--- config.mk ---
export PLATFORM = sky130hd
export DESIGN_NAME = ansr_top
export DESIGN_NICKNAME = d
export VERILOG_FILES = /design/src/rtl/ansr_pkg.sv /design/src/rtl/ansr_lfsr.sv /design/src/rtl/ansr_resolver.sv /design/src/rtl/ansr_top.sv
export SDC_FILE = /design/constraint.sdc
export NUM_CORES = 1
export LEC_CHECK = 0
export ABC_CLOCK_PERIOD_IN_PS = 4000
export BUFFER_PORTS_ARGS = -buffer_cell sky130_fd_sc_hd__buf_4
export CORE_MARGIN = 10
export CORE_UTILIZATION = 48
export CTS_CLUSTER_DIAMETER = 150
export CTS_CLUSTER_SIZE = 10
export DETAILED_ROUTE_END_ITERATION = 8
export PLACE_DENSITY = 0.78
export SYNTH_ARGS = -nofsm -noshare
export SYNTH_HDL_FRONTEND = slang
export SYNTH_SLANG_ARGS = --single-unit
--- constraint.sdc ---
create_clock -name clk_in -period 4 [get_ports clk_in]
set_clock_uncertainty 0.15 [all_clocks]
set_input_delay 0.4 -clock clk_in [delete_from_list [all_inputs] [get_ports clk_in]]
set_output_delay 0.4 -clock clk_in [all_outputs]
set_load 0.005 [all_outputs]
--- src/rtl/ansr_pkg.sv ---
// Constants, types and helpers for the master/slave negotiation block.
// Assumes a single 100 MHz clock and AXI4-Lite register access.
// How it works
// (RQ1) An unconnected role strap reads low, so the device advertises preferred slave.
// (RQ2) Force bit 12 of register 0x0202 marks the advertised role as preferred (0) or forced (1).
// (RQ3) Master bit 4 of register 0x0203 advertises slave (0) or master (1).
// (RQ4) Partner force and master flags are captured into 0x0205 bit 12 and 0x0206 bit 4.
// (RQ5) Both preferred with the same role settles the roles by a random bit.
// (RQ6) A single forced end gets its role and the other end the opposite one.
// (RQ7) Equal force marks with different roles give each end its own role.
// (RQ8) Both forced with the same role is a configuration fault and keeps the link down.
// (RQ9) The outcome sits in bits 6:5 of 0x8001, valid once negotiation is complete.
// (RQ10) Bit 0 of 0x8001 sets once the exchange has finished without a configuration fault.
// (RQ11) Bit 5 of 0x0201 is set only while negotiation is done and the link is up.
// (RQ12) Link status bit 2 of 0x0201 latches low until it is read.
// (RQ13) A dropped link restarts negotiation without software.
// (RQ14) Writing one to bit 9 of 0x0200 restarts negotiation.
// (RQ15) Software should prefer slave or master and force master only when it must.
// (RQ16) The outcome codes are fixed and distinct, and zero when no result exists.
// (RQ17) The restart bit clears itself once the restart is taken up.
package ansr_pkg;
   localparam int ADDR_W = 18;
   localparam int DATA_W = 32;
   // Register indices; byte address is four times the index
   localparam logic [15:0] IDX_CONTROL = 16'h0200;
   localparam logic [15:0] IDX_STATUS = 16'h0201;
   localparam logic [15:0] IDX_LOC_FORCE = 16'h0202;
   localparam logic [15:0] IDX_LOC_ROLE = 16'h0203;
   localparam logic [15:0] IDX_PART_FORCE = 16'h0205;
   localparam logic [15:0] IDX_PART_ROLE = 16'h0206;
   localparam logic [15:0] IDX_RESULT = 16'h8001;
   localparam int BIT_RESTART = 9;
   localparam int BIT_FORCE = 12;
   localparam int BIT_MASTER = 4;
   localparam int BIT_DONE_UP = 5;
   localparam int BIT_LINK_LATCHED = 2;
   localparam int BIT_EXCH_DONE = 0;
   localparam int RES_LSB = 5;
   localparam int RES_MSB = 6;
   localparam int LANE_LO = 0;
   localparam int LANE_HI = 1;
   localparam logic [1:0] RES_NONE = 2'h0;
   localparam logic [1:0] RES_SLAVE = 2'h1;
   localparam logic [1:0] RES_MASTER = 2'h2;
   localparam logic [1:0] RES_FAULT = 2'h3;
   localparam logic [1:0] RESP_OKAY = 2'h0;
   localparam logic [1:0] RESP_SLVERR = 2'h2;
   localparam logic [1:0] STRAP_SETTLE = 2'h2;
   localparam logic [15:0] LFSR_SEED = 16'hace1;

   typedef enum logic [2:0] {
      AN_IDLE, AN_START, AN_WAIT_PAGE, AN_LINK_WAIT, AN_LINK_UP, AN_FAULT
   } ansr_fsm_t;

   typedef struct packed {
      logic force_flag;
      logic master_flag;
   } ansr_adv_t;

   typedef struct packed {
      ansr_fsm_t fsm;
      logic [1:0] strap_sync;
      logic [1:0] strap_age;
      logic strap_loaded;
      logic local_force;
      logic local_master;
      logic partner_force;
      logic partner_master;
      logic [1:0] resolution;
      logic exch_done;
      logic link_latched;
      logic restart_req;
      logic an_start;
      logic tech_en;
      logic role_master;
      logic cfg_fault;
      logic awready;
      logic wready;
      logic aw_held;
      logic w_held;
      logic [ADDR_W-1:0] awaddr;
      logic [15:0] wdata;
      logic [1:0] wstrb;
      logic bvalid;
      logic [1:0] bresp;
      logic arready;
      logic rvalid;
      logic [DATA_W-1:0] rdata;
      logic [1:0] rresp;
   } ansr_state_t;

   function automatic logic addr_hit(input logic [ADDR_W-1:0] addr,
                                     input logic [15:0] idx);
      return addr == {idx, 2'b00};
   endfunction
endpackage

--- src/rtl/ansr_lfsr.sv ---
// Free-running random bit source for role tie breaks.
// Assumes one clock; seed is a plain nonzero constant.
`timescale 1ns/100ps
module ansr_lfsr (
   input wire logic clk_in,
   input wire logic arst_n_in,
   output logic rand_bit_out
);
   logic [15:0] lfsr_ff;
   logic [15:0] nxt_lfsr;

   // Maximal length taps, so the bit never sticks
   always_comb begin
      nxt_lfsr = {lfsr_ff[14:0],
                  lfsr_ff[15] ^ lfsr_ff[13] ^ lfsr_ff[12] ^ lfsr_ff[10]};
   end

   always_ff @(posedge clk_in or negedge arst_n_in) begin
      if (!arst_n_in) begin
         lfsr_ff <= ansr_pkg::LFSR_SEED;
      end else begin
         lfsr_ff <= nxt_lfsr;
      end
   end

   assign rand_bit_out = lfsr_ff[0];
endmodule

--- src/rtl/ansr_resolver.sv ---
// Master/slave resolution from both advertisements.
// Purely combinational; caller registers the result.
`timescale 1ns/100ps
module ansr_resolver (
   input wire logic local_force_flag_in,
   input wire logic local_master_flag_in,
   input wire ansr_pkg::ansr_adv_t partner_adv_in,
   input wire logic rand_bit_in,
   output logic [1:0] resolution_out
);
   logic loc_master;

   always_comb begin
      loc_master = local_master_flag_in; // RQ7
      resolution_out = ansr_pkg::RES_NONE;
      if (local_force_flag_in == partner_adv_in.force_flag) begin
         if (local_master_flag_in == partner_adv_in.master_flag) begin
            if (local_force_flag_in) begin
               resolution_out = ansr_pkg::RES_FAULT; // RQ8
            end else begin
               loc_master = rand_bit_in; // RQ5
            end
         end
      end else if (!local_force_flag_in) begin
         loc_master = !partner_adv_in.master_flag; // RQ6
      end
      if (resolution_out != ansr_pkg::RES_FAULT) begin
         resolution_out = loc_master ? ansr_pkg::RES_MASTER :
                                       ansr_pkg::RES_SLAVE; // RQ16
      end
   end
endmodule

--- src/rtl/ansr_top.sv ---
// Negotiation control, role resolution and AXI4-Lite registers.
// Assumes exchange and link inputs come from logic on the same clock;
// only the role strap pin is asynchronous.
//
// Local design decision: the AXI4-Lite slave port.
`timescale 1ns/100ps
module ansr_top (
   input wire logic clk_in,
   input wire logic arst_n_in,
   input wire logic role_strap_pin_in,
   input wire logic partner_page_valid_in,
   input wire ansr_pkg::ansr_adv_t partner_adv_in,
   input wire logic link_up_in,
   output logic an_start_out,
   output logic tech_enable_out,
   output logic role_master_out,
   output logic config_fault_out,
   input wire logic awvalid_in,
   input wire logic [ansr_pkg::ADDR_W-1:0] awaddr_in,
   output logic awready_out,
   input wire logic wvalid_in,
   input wire logic [ansr_pkg::DATA_W-1:0] wdata_in,
   input wire logic [3:0] wstrb_in,
   output logic wready_out,
   output logic bvalid_out,
   output logic [1:0] bresp_out,
   input wire logic bready_in,
   input wire logic arvalid_in,
   input wire logic [ansr_pkg::ADDR_W-1:0] araddr_in,
   output logic arready_out,
   output logic rvalid_out,
   output logic [ansr_pkg::DATA_W-1:0] rdata_out,
   output logic [1:0] rresp_out,
   input wire logic rready_in
);
   ansr_pkg::ansr_state_t st_ff;
   ansr_pkg::ansr_state_t nxt_st;
   logic rand_bit;
   logic [1:0] res_code;
   logic link_ok;
   logic page_take;
   logic wr_apply;
   logic [ansr_pkg::DATA_W-1:0] rd_word;
   logic rd_hit;

   ansr_lfsr u_lfsr (
      .clk_in(clk_in),
      .arst_n_in(arst_n_in),
      .rand_bit_out(rand_bit)
   );

   ansr_resolver u_resolver (
      .local_force_flag_in(st_ff.local_force),
      .local_master_flag_in(st_ff.local_master),
      .partner_adv_in(partner_adv_in),
      .rand_bit_in(rand_bit),
      .resolution_out(res_code)
   );

   assign link_ok = (st_ff.fsm == ansr_pkg::AN_LINK_UP);
   assign page_take = (st_ff.fsm == ansr_pkg::AN_WAIT_PAGE) &&
                      partner_page_valid_in && !st_ff.restart_req;
   assign wr_apply = st_ff.aw_held && st_ff.w_held && !st_ff.bvalid;

   always_comb begin
      nxt_st = st_ff;
      rd_word = '0;
      rd_hit = 1'b0;
      nxt_st.an_start = 1'b0;

      // Strap passes two flops, then loads once
      nxt_st.strap_sync = {st_ff.strap_sync[0], role_strap_pin_in};
      if (!st_ff.strap_loaded) begin
         if (st_ff.strap_age == ansr_pkg::STRAP_SETTLE) begin
            nxt_st.strap_loaded = 1'b1;
            nxt_st.local_master = st_ff.strap_sync[1]; // RQ1
         end else begin
            nxt_st.strap_age = st_ff.strap_age + 2'h1;
         end
      end

      unique case (st_ff.fsm)
         ansr_pkg::AN_IDLE: begin
            if (st_ff.strap_loaded) begin
               nxt_st.fsm = ansr_pkg::AN_START;
            end
         end
         ansr_pkg::AN_START: begin
            nxt_st.an_start = 1'b1;
            nxt_st.exch_done = 1'b0;
            nxt_st.resolution = ansr_pkg::RES_NONE; // RQ16
            nxt_st.tech_en = 1'b0;
            nxt_st.cfg_fault = 1'b0;
            nxt_st.fsm = ansr_pkg::AN_WAIT_PAGE;
         end
         ansr_pkg::AN_WAIT_PAGE: begin
            if (partner_page_valid_in) begin
               nxt_st.partner_force = partner_adv_in.force_flag; // RQ4
               nxt_st.partner_master = partner_adv_in.master_flag; // RQ4
               nxt_st.resolution = res_code; // RQ9
               if (res_code == ansr_pkg::RES_FAULT) begin
                  nxt_st.cfg_fault = 1'b1; // RQ8
                  nxt_st.fsm = ansr_pkg::AN_FAULT;
               end else begin
                  nxt_st.exch_done = 1'b1; // RQ10
                  nxt_st.tech_en = 1'b1;
                  nxt_st.role_master = (res_code == ansr_pkg::RES_MASTER);
                  nxt_st.fsm = ansr_pkg::AN_LINK_WAIT;
               end
            end
         end
         ansr_pkg::AN_LINK_WAIT: begin
            if (link_up_in) begin
               nxt_st.fsm = ansr_pkg::AN_LINK_UP;
            end
         end
         ansr_pkg::AN_LINK_UP: begin
            if (!link_up_in) begin
               nxt_st.fsm = ansr_pkg::AN_START; // RQ13
            end
         end
         ansr_pkg::AN_FAULT: begin
            // Held with the link off until software restarts
            nxt_st.tech_en = 1'b0; // RQ8
         end
      endcase

      // Restart overrides any state but AN_IDLE; cleared when taken
      if (st_ff.restart_req && st_ff.fsm != ansr_pkg::AN_IDLE) begin
         nxt_st.fsm = ansr_pkg::AN_START; // RQ14
         nxt_st.restart_req = 1'b0; // RQ17
      end

      if (!link_ok) begin
         nxt_st.link_latched = 1'b0; // RQ12
      end

      // Write channel: address and data in either order
      if (awvalid_in && st_ff.awready) begin
         nxt_st.aw_held = 1'b1;
         nxt_st.awaddr = awaddr_in;
      end
      if (wvalid_in && st_ff.wready) begin
         nxt_st.w_held = 1'b1;
         nxt_st.wdata = wdata_in[15:0];
         nxt_st.wstrb = wstrb_in[1:0];
      end
      if (wr_apply) begin
         nxt_st.aw_held = 1'b0;
         nxt_st.w_held = 1'b0;
         nxt_st.bvalid = 1'b1;
         nxt_st.bresp = ansr_pkg::RESP_OKAY;
         if (ansr_pkg::addr_hit(st_ff.awaddr, ansr_pkg::IDX_CONTROL)) begin
            // Placed after the clear so a new write is never lost
            if (st_ff.wstrb[ansr_pkg::LANE_HI] &&
                st_ff.wdata[ansr_pkg::BIT_RESTART]) begin
               nxt_st.restart_req = 1'b1; // RQ14
            end
         end else if (ansr_pkg::addr_hit(st_ff.awaddr,
                                         ansr_pkg::IDX_LOC_FORCE)) begin
            if (st_ff.wstrb[ansr_pkg::LANE_HI]) begin
               nxt_st.local_force = st_ff.wdata[ansr_pkg::BIT_FORCE]; // RQ2
            end
         end else if (ansr_pkg::addr_hit(st_ff.awaddr,
                                         ansr_pkg::IDX_LOC_ROLE)) begin
            if (st_ff.wstrb[ansr_pkg::LANE_LO]) begin
               nxt_st.local_master = st_ff.wdata[ansr_pkg::BIT_MASTER]; // RQ3
            end
         end else if (!(ansr_pkg::addr_hit(st_ff.awaddr,
                                           ansr_pkg::IDX_STATUS) ||
                        ansr_pkg::addr_hit(st_ff.awaddr,
                                           ansr_pkg::IDX_PART_FORCE) ||
                        ansr_pkg::addr_hit(st_ff.awaddr,
                                           ansr_pkg::IDX_PART_ROLE) ||
                        ansr_pkg::addr_hit(st_ff.awaddr,
                                           ansr_pkg::IDX_RESULT))) begin
            nxt_st.bresp = ansr_pkg::RESP_SLVERR;
         end
      end
      if (st_ff.bvalid && bready_in) begin
         nxt_st.bvalid = 1'b0;
      end
      nxt_st.awready = !nxt_st.aw_held && !nxt_st.bvalid;
      nxt_st.wready = !nxt_st.w_held && !nxt_st.bvalid;

      // Read decode
      if (ansr_pkg::addr_hit(araddr_in, ansr_pkg::IDX_CONTROL)) begin
         rd_hit = 1'b1;
         rd_word[ansr_pkg::BIT_RESTART] = st_ff.restart_req;
      end else if (ansr_pkg::addr_hit(araddr_in, ansr_pkg::IDX_STATUS)) begin
         rd_hit = 1'b1;
         rd_word[ansr_pkg::BIT_DONE_UP] = link_ok; // RQ11
         rd_word[ansr_pkg::BIT_LINK_LATCHED] = st_ff.link_latched; // RQ12
      end else if (ansr_pkg::addr_hit(araddr_in,
                                      ansr_pkg::IDX_LOC_FORCE)) begin
         rd_hit = 1'b1;
         rd_word[ansr_pkg::BIT_FORCE] = st_ff.local_force;
      end else if (ansr_pkg::addr_hit(araddr_in, ansr_pkg::IDX_LOC_ROLE)) begin
         rd_hit = 1'b1;
         rd_word[ansr_pkg::BIT_MASTER] = st_ff.local_master;
      end else if (ansr_pkg::addr_hit(araddr_in,
                                      ansr_pkg::IDX_PART_FORCE)) begin
         rd_hit = 1'b1;
         rd_word[ansr_pkg::BIT_FORCE] = st_ff.partner_force;
      end else if (ansr_pkg::addr_hit(araddr_in,
                                      ansr_pkg::IDX_PART_ROLE)) begin
         rd_hit = 1'b1;
         rd_word[ansr_pkg::BIT_MASTER] = st_ff.partner_master;
      end else if (ansr_pkg::addr_hit(araddr_in, ansr_pkg::IDX_RESULT)) begin
         rd_hit = 1'b1;
         rd_word[ansr_pkg::RES_MSB:ansr_pkg::RES_LSB] = st_ff.resolution;
         rd_word[ansr_pkg::BIT_EXCH_DONE] = st_ff.exch_done; // RQ10
      end

      if (arvalid_in && st_ff.arready) begin
         nxt_st.rvalid = 1'b1;
         nxt_st.rdata = rd_word;
         nxt_st.rresp = rd_hit ? ansr_pkg::RESP_OKAY : ansr_pkg::RESP_SLVERR;
         // Reading status re-arms the latch with the present state
         if (ansr_pkg::addr_hit(araddr_in, ansr_pkg::IDX_STATUS)) begin
            nxt_st.link_latched = link_ok; // RQ12
         end
      end else if (st_ff.rvalid && rready_in) begin
         nxt_st.rvalid = 1'b0;
      end
      nxt_st.arready = !nxt_st.rvalid;
   end

   always_ff @(posedge clk_in or negedge arst_n_in) begin
      if (!arst_n_in) begin
         st_ff <= '0;
         st_ff.fsm <= ansr_pkg::AN_IDLE;
         st_ff.awready <= 1'b1;
         st_ff.wready <= 1'b1;
         st_ff.arready <= 1'b1;
      end else begin
         st_ff <= nxt_st;
      end
   end

   assign an_start_out = st_ff.an_start;
   assign tech_enable_out = st_ff.tech_en;
   assign role_master_out = st_ff.role_master;
   assign config_fault_out = st_ff.cfg_fault;
   assign awready_out = st_ff.awready;
   assign wready_out = st_ff.wready;
   assign bvalid_out = st_ff.bvalid;
   assign bresp_out = st_ff.bresp;
   assign arready_out = st_ff.arready;
   assign rvalid_out = st_ff.rvalid;
   assign rdata_out = st_ff.rdata;
   assign rresp_out = st_ff.rresp;

   property p_strap_load;
      @(posedge clk_in) disable iff (!arst_n_in)
      $rose(st_ff.strap_loaded) |-> st_ff.local_master == $past(st_ff.strap_sync[1]);
   endproperty
   a_strap_load: assert property (p_strap_load) // RQ1
      else $error("strap role not loaded");
   property p_force_write;
      @(posedge clk_in) disable iff (!arst_n_in)
      wr_apply && st_ff.wstrb[ansr_pkg::LANE_HI] &&
      ansr_pkg::addr_hit(st_ff.awaddr, ansr_pkg::IDX_LOC_FORCE) |=>
      st_ff.local_force == $past(st_ff.wdata[ansr_pkg::BIT_FORCE]) &&
      bvalid_out;
   endproperty
   a_force_write: assert property (p_force_write) // RQ2
      else $error("force advertisement not stored");
   property p_role_write;
      @(posedge clk_in) disable iff (!arst_n_in)
      wr_apply && st_ff.wstrb[ansr_pkg::LANE_LO] &&
      ansr_pkg::addr_hit(st_ff.awaddr, ansr_pkg::IDX_LOC_ROLE)
      |=> st_ff.local_master == $past(st_ff.wdata[ansr_pkg::BIT_MASTER]);
   endproperty
   a_role_write: assert property (p_role_write) // RQ3
      else $error("role advertisement not stored");
   property p_capture;
      @(posedge clk_in) disable iff (!arst_n_in)
      page_take |=> st_ff.partner_force == $past(partner_adv_in.force_flag)
         && st_ff.partner_master == $past(partner_adv_in.master_flag);
   endproperty
   a_capture: assert property (p_capture) // RQ4
      else $error("partner flags not captured");
   property p_random;
      @(posedge clk_in) disable iff (!arst_n_in)
      page_take && !st_ff.local_force && !partner_adv_in.force_flag &&
      st_ff.local_master == partner_adv_in.master_flag
      |=> role_master_out == $past(rand_bit);
   endproperty
   a_random: assert property (p_random) // RQ5
      else $error("tie not settled by random bit");
   property p_one_forced;
      @(posedge clk_in) disable iff (!arst_n_in)
      page_take && st_ff.local_force != partner_adv_in.force_flag
      |=> role_master_out == ($past(st_ff.local_force) ?
          $past(st_ff.local_master) : !$past(partner_adv_in.master_flag));
   endproperty
   a_one_forced: assert property (p_one_forced) // RQ6
      else $error("forced end lost priority");
   property p_own_role;
      @(posedge clk_in) disable iff (!arst_n_in)
      page_take && st_ff.local_force == partner_adv_in.force_flag &&
      st_ff.local_master != partner_adv_in.master_flag
      |=> role_master_out == $past(st_ff.local_master) && tech_enable_out;
   endproperty
   a_own_role: assert property (p_own_role) // RQ7
      else $error("own role not taken");
   property p_fault;
      @(posedge clk_in) disable iff (!arst_n_in)
      page_take && st_ff.local_force && partner_adv_in.force_flag &&
      st_ff.local_master == partner_adv_in.master_flag
      |=> config_fault_out && !tech_enable_out && !st_ff.exch_done
          ##1 !tech_enable_out;
   endproperty
   a_fault: assert property (p_fault) // RQ8
      else $error("config fault not flagged");
   property p_exch_done;
      @(posedge clk_in) disable iff (!arst_n_in)
      st_ff.fsm == ansr_pkg::AN_LINK_WAIT |-> st_ff.exch_done &&
         st_ff.resolution != ansr_pkg::RES_NONE && tech_enable_out;
   endproperty
   a_exch_done: assert property (p_exch_done) // RQ10
      else $error("exchange done not shown");
   property p_done_up_read;
      @(posedge clk_in) disable iff (!arst_n_in)
      arvalid_in && arready_out &&
      ansr_pkg::addr_hit(araddr_in, ansr_pkg::IDX_STATUS)
      |=> rvalid_out && rdata_out[ansr_pkg::BIT_DONE_UP] == $past(link_ok);
   endproperty
   a_done_up_read: assert property (p_done_up_read) // RQ11
      else $error("done and up bit wrong");
   property p_latch_low;
      @(posedge clk_in) disable iff (!arst_n_in)
      link_ok ##1 !link_ok |=> !st_ff.link_latched;
   endproperty
   a_latch_low: assert property (p_latch_low) // RQ12
      else $error("link status did not latch low");
   property p_auto_restart;
      @(posedge clk_in) disable iff (!arst_n_in)
      link_ok && !link_up_in && !st_ff.restart_req
      |=> st_ff.fsm == ansr_pkg::AN_START ##1 an_start_out;
   endproperty
   a_auto_restart: assert property (p_auto_restart) // RQ13
      else $error("no restart after link loss");
   property p_restart_set;
      @(posedge clk_in) disable iff (!arst_n_in)
      wr_apply && st_ff.wstrb[ansr_pkg::LANE_HI] &&
      st_ff.wdata[ansr_pkg::BIT_RESTART] &&
      ansr_pkg::addr_hit(st_ff.awaddr, ansr_pkg::IDX_CONTROL)
      |=> st_ff.restart_req;
   endproperty
   a_restart_set: assert property (p_restart_set) // RQ14
      else $error("restart write lost");
   property p_no_result;
      @(posedge clk_in) disable iff (!arst_n_in)
      st_ff.fsm == ansr_pkg::AN_START |=>
      st_ff.resolution == ansr_pkg::RES_NONE;
   endproperty
   a_no_result: assert property (p_no_result) // RQ16
      else $error("stale result kept");
   property p_restart_taken;
      @(posedge clk_in) disable iff (!arst_n_in)
      st_ff.restart_req && st_ff.fsm != ansr_pkg::AN_IDLE
      |=> st_ff.fsm == ansr_pkg::AN_START ##1 an_start_out;
   endproperty
   a_restart_taken: assert property (p_restart_taken) // RQ17
      else $error("restart not taken");
endmodule

## Yosys cells after proc, flatten, opt, wreduce, memory -nomap -nowiden

Index checks and enable logic that the tools add are counted.

- Register bits after elaboration: 88
- Input port bits: 84
- Output and inout bits: 45
- Logic and storage cells: 191

- Add/sub/neg operators: 1
- Equal/unequal tests: 32
- Mux-type cells: 86
- Bitwise gates (word level): 7
- Reductions and logical operators: 35

Operators with widths:

| cell | count |
|---|---|
| $eq A18 B12 Y1 const B | 12 |
| $mux W1 | 55 |
| $eq A18 B18 Y1 const B | 2 |
| $mux W3 | 12 |
| $mux W2 | 15 |
| $pmux W3 S5 | 1 |
| $reduce_and A3 Y1 | 4 |
| $logic_and A1 B1 Y1 | 11 |
| $eq A2 B2 Y1 const B | 3 |
| $eq A3 B2 Y1 const B | 2 |
| $eq A3 B3 Y1 const B | 2 |
| $logic_not A1 Y1 | 6 |
| $ne A2 B2 Y1 const B | 3 |
| $ne A3 B2 Y1 const B | 2 |
| $ne A3 B3 Y1 const B | 2 |
| $pmux W3 S2 | 1 |
| $reduce_and A2 Y1 | 3 |
| $reduce_bool A6 Y1 | 1 |
| $reduce_and A5 Y1 | 1 |
| $not A1 Y1 | 4 |
| $pmux W1 S2 | 2 |
| $reduce_and A4 Y1 | 1 |
| $reduce_bool A2 Y1 | 2 |
| $eq A3 B1 Y1 const B | 1 |
| 8 further kinds | 13 |

## Depth between registers and ports, before layout

- Depth after elaboration: 12
- Mapped depth: 6

## Cells and area by module

Synthesis repeated with hierarchy kept, for this count alone.

- Cells, all modules: 298
- Area total of the unflattened synthesis: 3,424.5 um2

By module, submodules not included:

| module | instances | cells an instance | area each (um2) | sequential area each (um2) |
|---|---|---|---|---|
| ansr_top | 1 | 269 | 2,925.3 | 1,505.2 |
| ansr_lfsr | 1 | 19 | 436.7 | 410.4 |
| ansr_resolver | 1 | 10 | 62.6 | 0.0 |

## Least setup slack after synthesis

No wires, ideal clock.

- Kind: input port to flip-flop
- Start: in araddr_in[12] in the netlist's numbering
- End: reg st_ff[84] in the netlist's numbering
- Setup time: 0.077 ns
- Arrival time: 1.407 ns
- Required time: 3.773 ns
- Setup slack: 2.366 ns
- Stages on the path: 4
- Path buffers: 0
- Path through: nor4_4 nand3_2 or4_1 a21oi_1

RTL lines:

| element | line | RTL |
|---|---|---|
| from (decl) | ansr_top.sv:29 | `input wire logic [ansr_pkg::ADDR_W-1:0] araddr_in,` |
| to (signal assigned) | ansr_top.sv:237 | `st_ff <= nxt_st;` |
| to (decl) | ansr_top.sv:36 | `ansr_pkg::ansr_state_t st_ff;` |

==> impl_results.md <==
* Status: completed
* Count leader, synth: dfrtp_1
* Die Width at 105 um
* Seq/Total Area, Yosys at 0.557
* Antenna Cells at 0
* Actual slew at the worst max-slew pin at 0.903 ns
* Reg-to-Reg Start: arready_out
* Critical path startpoint: arready_out
* CTS buffer count at 9
* Final Cycle Share at 0.424
* Clock sink count at 76
* Critical Path AT at 1.81 ns
* CP max FO at 11
* CTS tree: yes
* Worst skew pair latency at 0.34 ns
* Post-synth top cells: 65 x dfrtp_1, 36 x buf_4, 27 x mux2_2
* Post-synth cell types at 50
* Fraction of layout cells with a size suffix above 1 at 0.373
* Die ar. at 0.0110 mm2
* Crit. End Element: flop
* Routability cong. at 0.835
* PnR worst setup slack at 2.30 ns
* Initial Util at 0.501
* Remaining DRCs at 0
* PortBufs at 70
* FP Rows at 30
* First-pass GRT wire length at 11.2 mm
* Setup tns final at 0 ns
* CP max-delay cell: or4_1
* RSZ-0062 raised after global routing: false
* Syn Area/Cell at 11.6 um2
* Final Hold Viols at 0
* Root Buffer: clkbuf_8
* Async set-reset flop share out of synthesis at 1.00
* Worst vdd ir at 0.373 mV
* Final hold slack at 0.0277 ns
* CP Launch Type: flop
* Via count at 2278
* Final setup vio count at 0
* Cells after synthesis at 296
* Gr ovfl total at 0
* Area delta synth->final at 19.5%
* Post-CTS Resized at 0
* Antenna violations before repair at 0
* Final net count at 445
* Drt first pass iters at 4
* Core Footprint at 0.00687 mm2
* Vias in the first global route at 2384
* Delay of the slowest cell on the worst path at 0.58 ns
* Clk slew on worst S/H paths at 0.07 ns
* Worst path cell trace: nand2_1 > or4_1 > a21oi_1
* Yosys reg bits at 76
* Synth Warn # at 0
* Post-synth top area share at 0.473
* Main area contributors after synthesis: dfrtp_1 47%, mux2_2 8.8%, dfstp_2 8.4%
* Ys flop type: dfrtp_1
* Crit Path Class: reg -> reg
* Largest net degree at the start of global routing at 77
* # IOs at 129
* Worst slew margin at 0.398
* Wirelength, routed at 6.62 mm
* Worst Path Required at 4.11 ns
* Routed Antenna Nets at 0
* Synth Cell Area at 0.00344 mm2
* DR iter-0 viols at 78
* Die Ht at 105 um
* Leak Pwr at 0.00193 uW
* Synth area leader: dfrtp_1
* Worst Hold Class: in -> async
* Post-CTS Setup Inserts at 0
* Final Power at 2290 uW
* Pwr Density at 556 mW/mm2
* Max Slew Vio Count at 0
* Hpwl dp at 5.07 mm
* DP Worst Slack at 2.18 ns
* Maxcap violations at 0
* H-Tree Depth at 3
* Post-synth EDFFs at 0
* Fmax achieved at 590 MHz
* Clock Tree Buf Depth at 2
* GRT Total Usage at 0.123
* Fin crit period at 1.70 ns
* Vias per inst at 4.94
* WL per Instance at 14.4 um
## power by group
group	internal [uW]	switching [uW]
registers	979	147
clock network	355	263
logic	313	229
total	1650	639
## final cells by class
cell class,instances,area [um2]
Clock inverter,3,42.5
Sequential cell,76,1920
Multi-Input combinational cell,189,1270
Inverter,13,48.8
Tap cell,96,120
Timing Repair Buffer,71,536
Fill cell,587,2760
Clock buffer,13,179
## worst max-delay path: cells and delay by family, from the launching register on
kind	cells	cell delay (ns)
AO/OA/AOI/OAI	1	0.15
flip-flops	1	0.54
AND/OR/NAND/NOR	2	0.79
## sequential cells by signal, summed over array words and instances (netlist names)
name,cells
an_start_out,1
arready_out,1
awready_out,1
bresp_out,1
bvalid_out,1
config_fault_out,1
nxt_st,1
rdata_out,7
role_master_out,1
rresp_out,1
rvalid_out,1
st_ff,41
tech_enable_out,1
u_lfsr.lfsr_ff,16
wready_out,1
## worst paths after layout
path                                end  slack [ns]  cells past startpoint
setup reg to reg              st_ff[84]        2.30                      3
hold / removal             rdata_out[4]        0.03                      1
hold reg to reg               st_ff[96]        0.20                      0
setup / recovery              st_ff[84]        2.30                      3
max in group asynchronous     st_ff[58]        3.08                      1
min in group clk_in          rvalid_out        0.13                      2
## stage by stage
step	instance area [um2]	utilization	cells
floorplan	3540	-	322
global placement	3880	0.565	444
detailed placement	3880	0.565	444
CTS	4100	0.597	460
global route	4110	0.598	461
finish	4110	0.598	461
## cell families after synthesis
group,count (synthesis),share of synthesized area
adder cells (fa/ha/maj),1,0.00364
other,1,0.00109
flip-flops,76,0.557
AO/OA/AOI/OAI,44,0.0876
XOR/XNOR,5,0.0127
multiplexers,28,0.0916
AND/OR/NAND/NOR,84,0.144
buffers and inverters,57,0.103
## metal layers
| layer | wire length [um] | share of wire | GRT usage | up-vias |
|---|---|---|---|---|
| met1 | 2950 | 0.45 | 0.151 | 1078 |
| met5 | 0 | 0 | 0 | - |
| li1 | - | - | - | 1085 |
| met4 | 108 | 0.016 | 0.0500 | 0 |
| met2 | 2770 | 0.42 | 0.178 | 105 |
| met3 | 792 | 0.12 | 0.0633 | 10 |
## repair_timing
action                     4_1_cts  5_1_grt
setup endpoints to repair        0        0
hold buffers                     0        1
hold endpoints to repair         0        1
## placed cells by master (no fill, tap or decap), drive strengths merged, types with 2 or more instances in the layout
cell type and instances:
xnor2 4, nor3b 3, buf 70, nor2b 9, dfrtp 65, a22o 3
a31o 4, nand3 5, dfstp 11, mux2 28, o31ai 2, and3b 2
and2 5, nand2b 8, nand4 2, nor3 4, nand2 16, nor2 13
or2 4, a221o 2, o21ai 10, o22ai 2, nor4 5, inv 13
clkbuf 13, conb 27, a31oi 3, and3 4, a21oi 10
(Power assumes the default switching activity.)
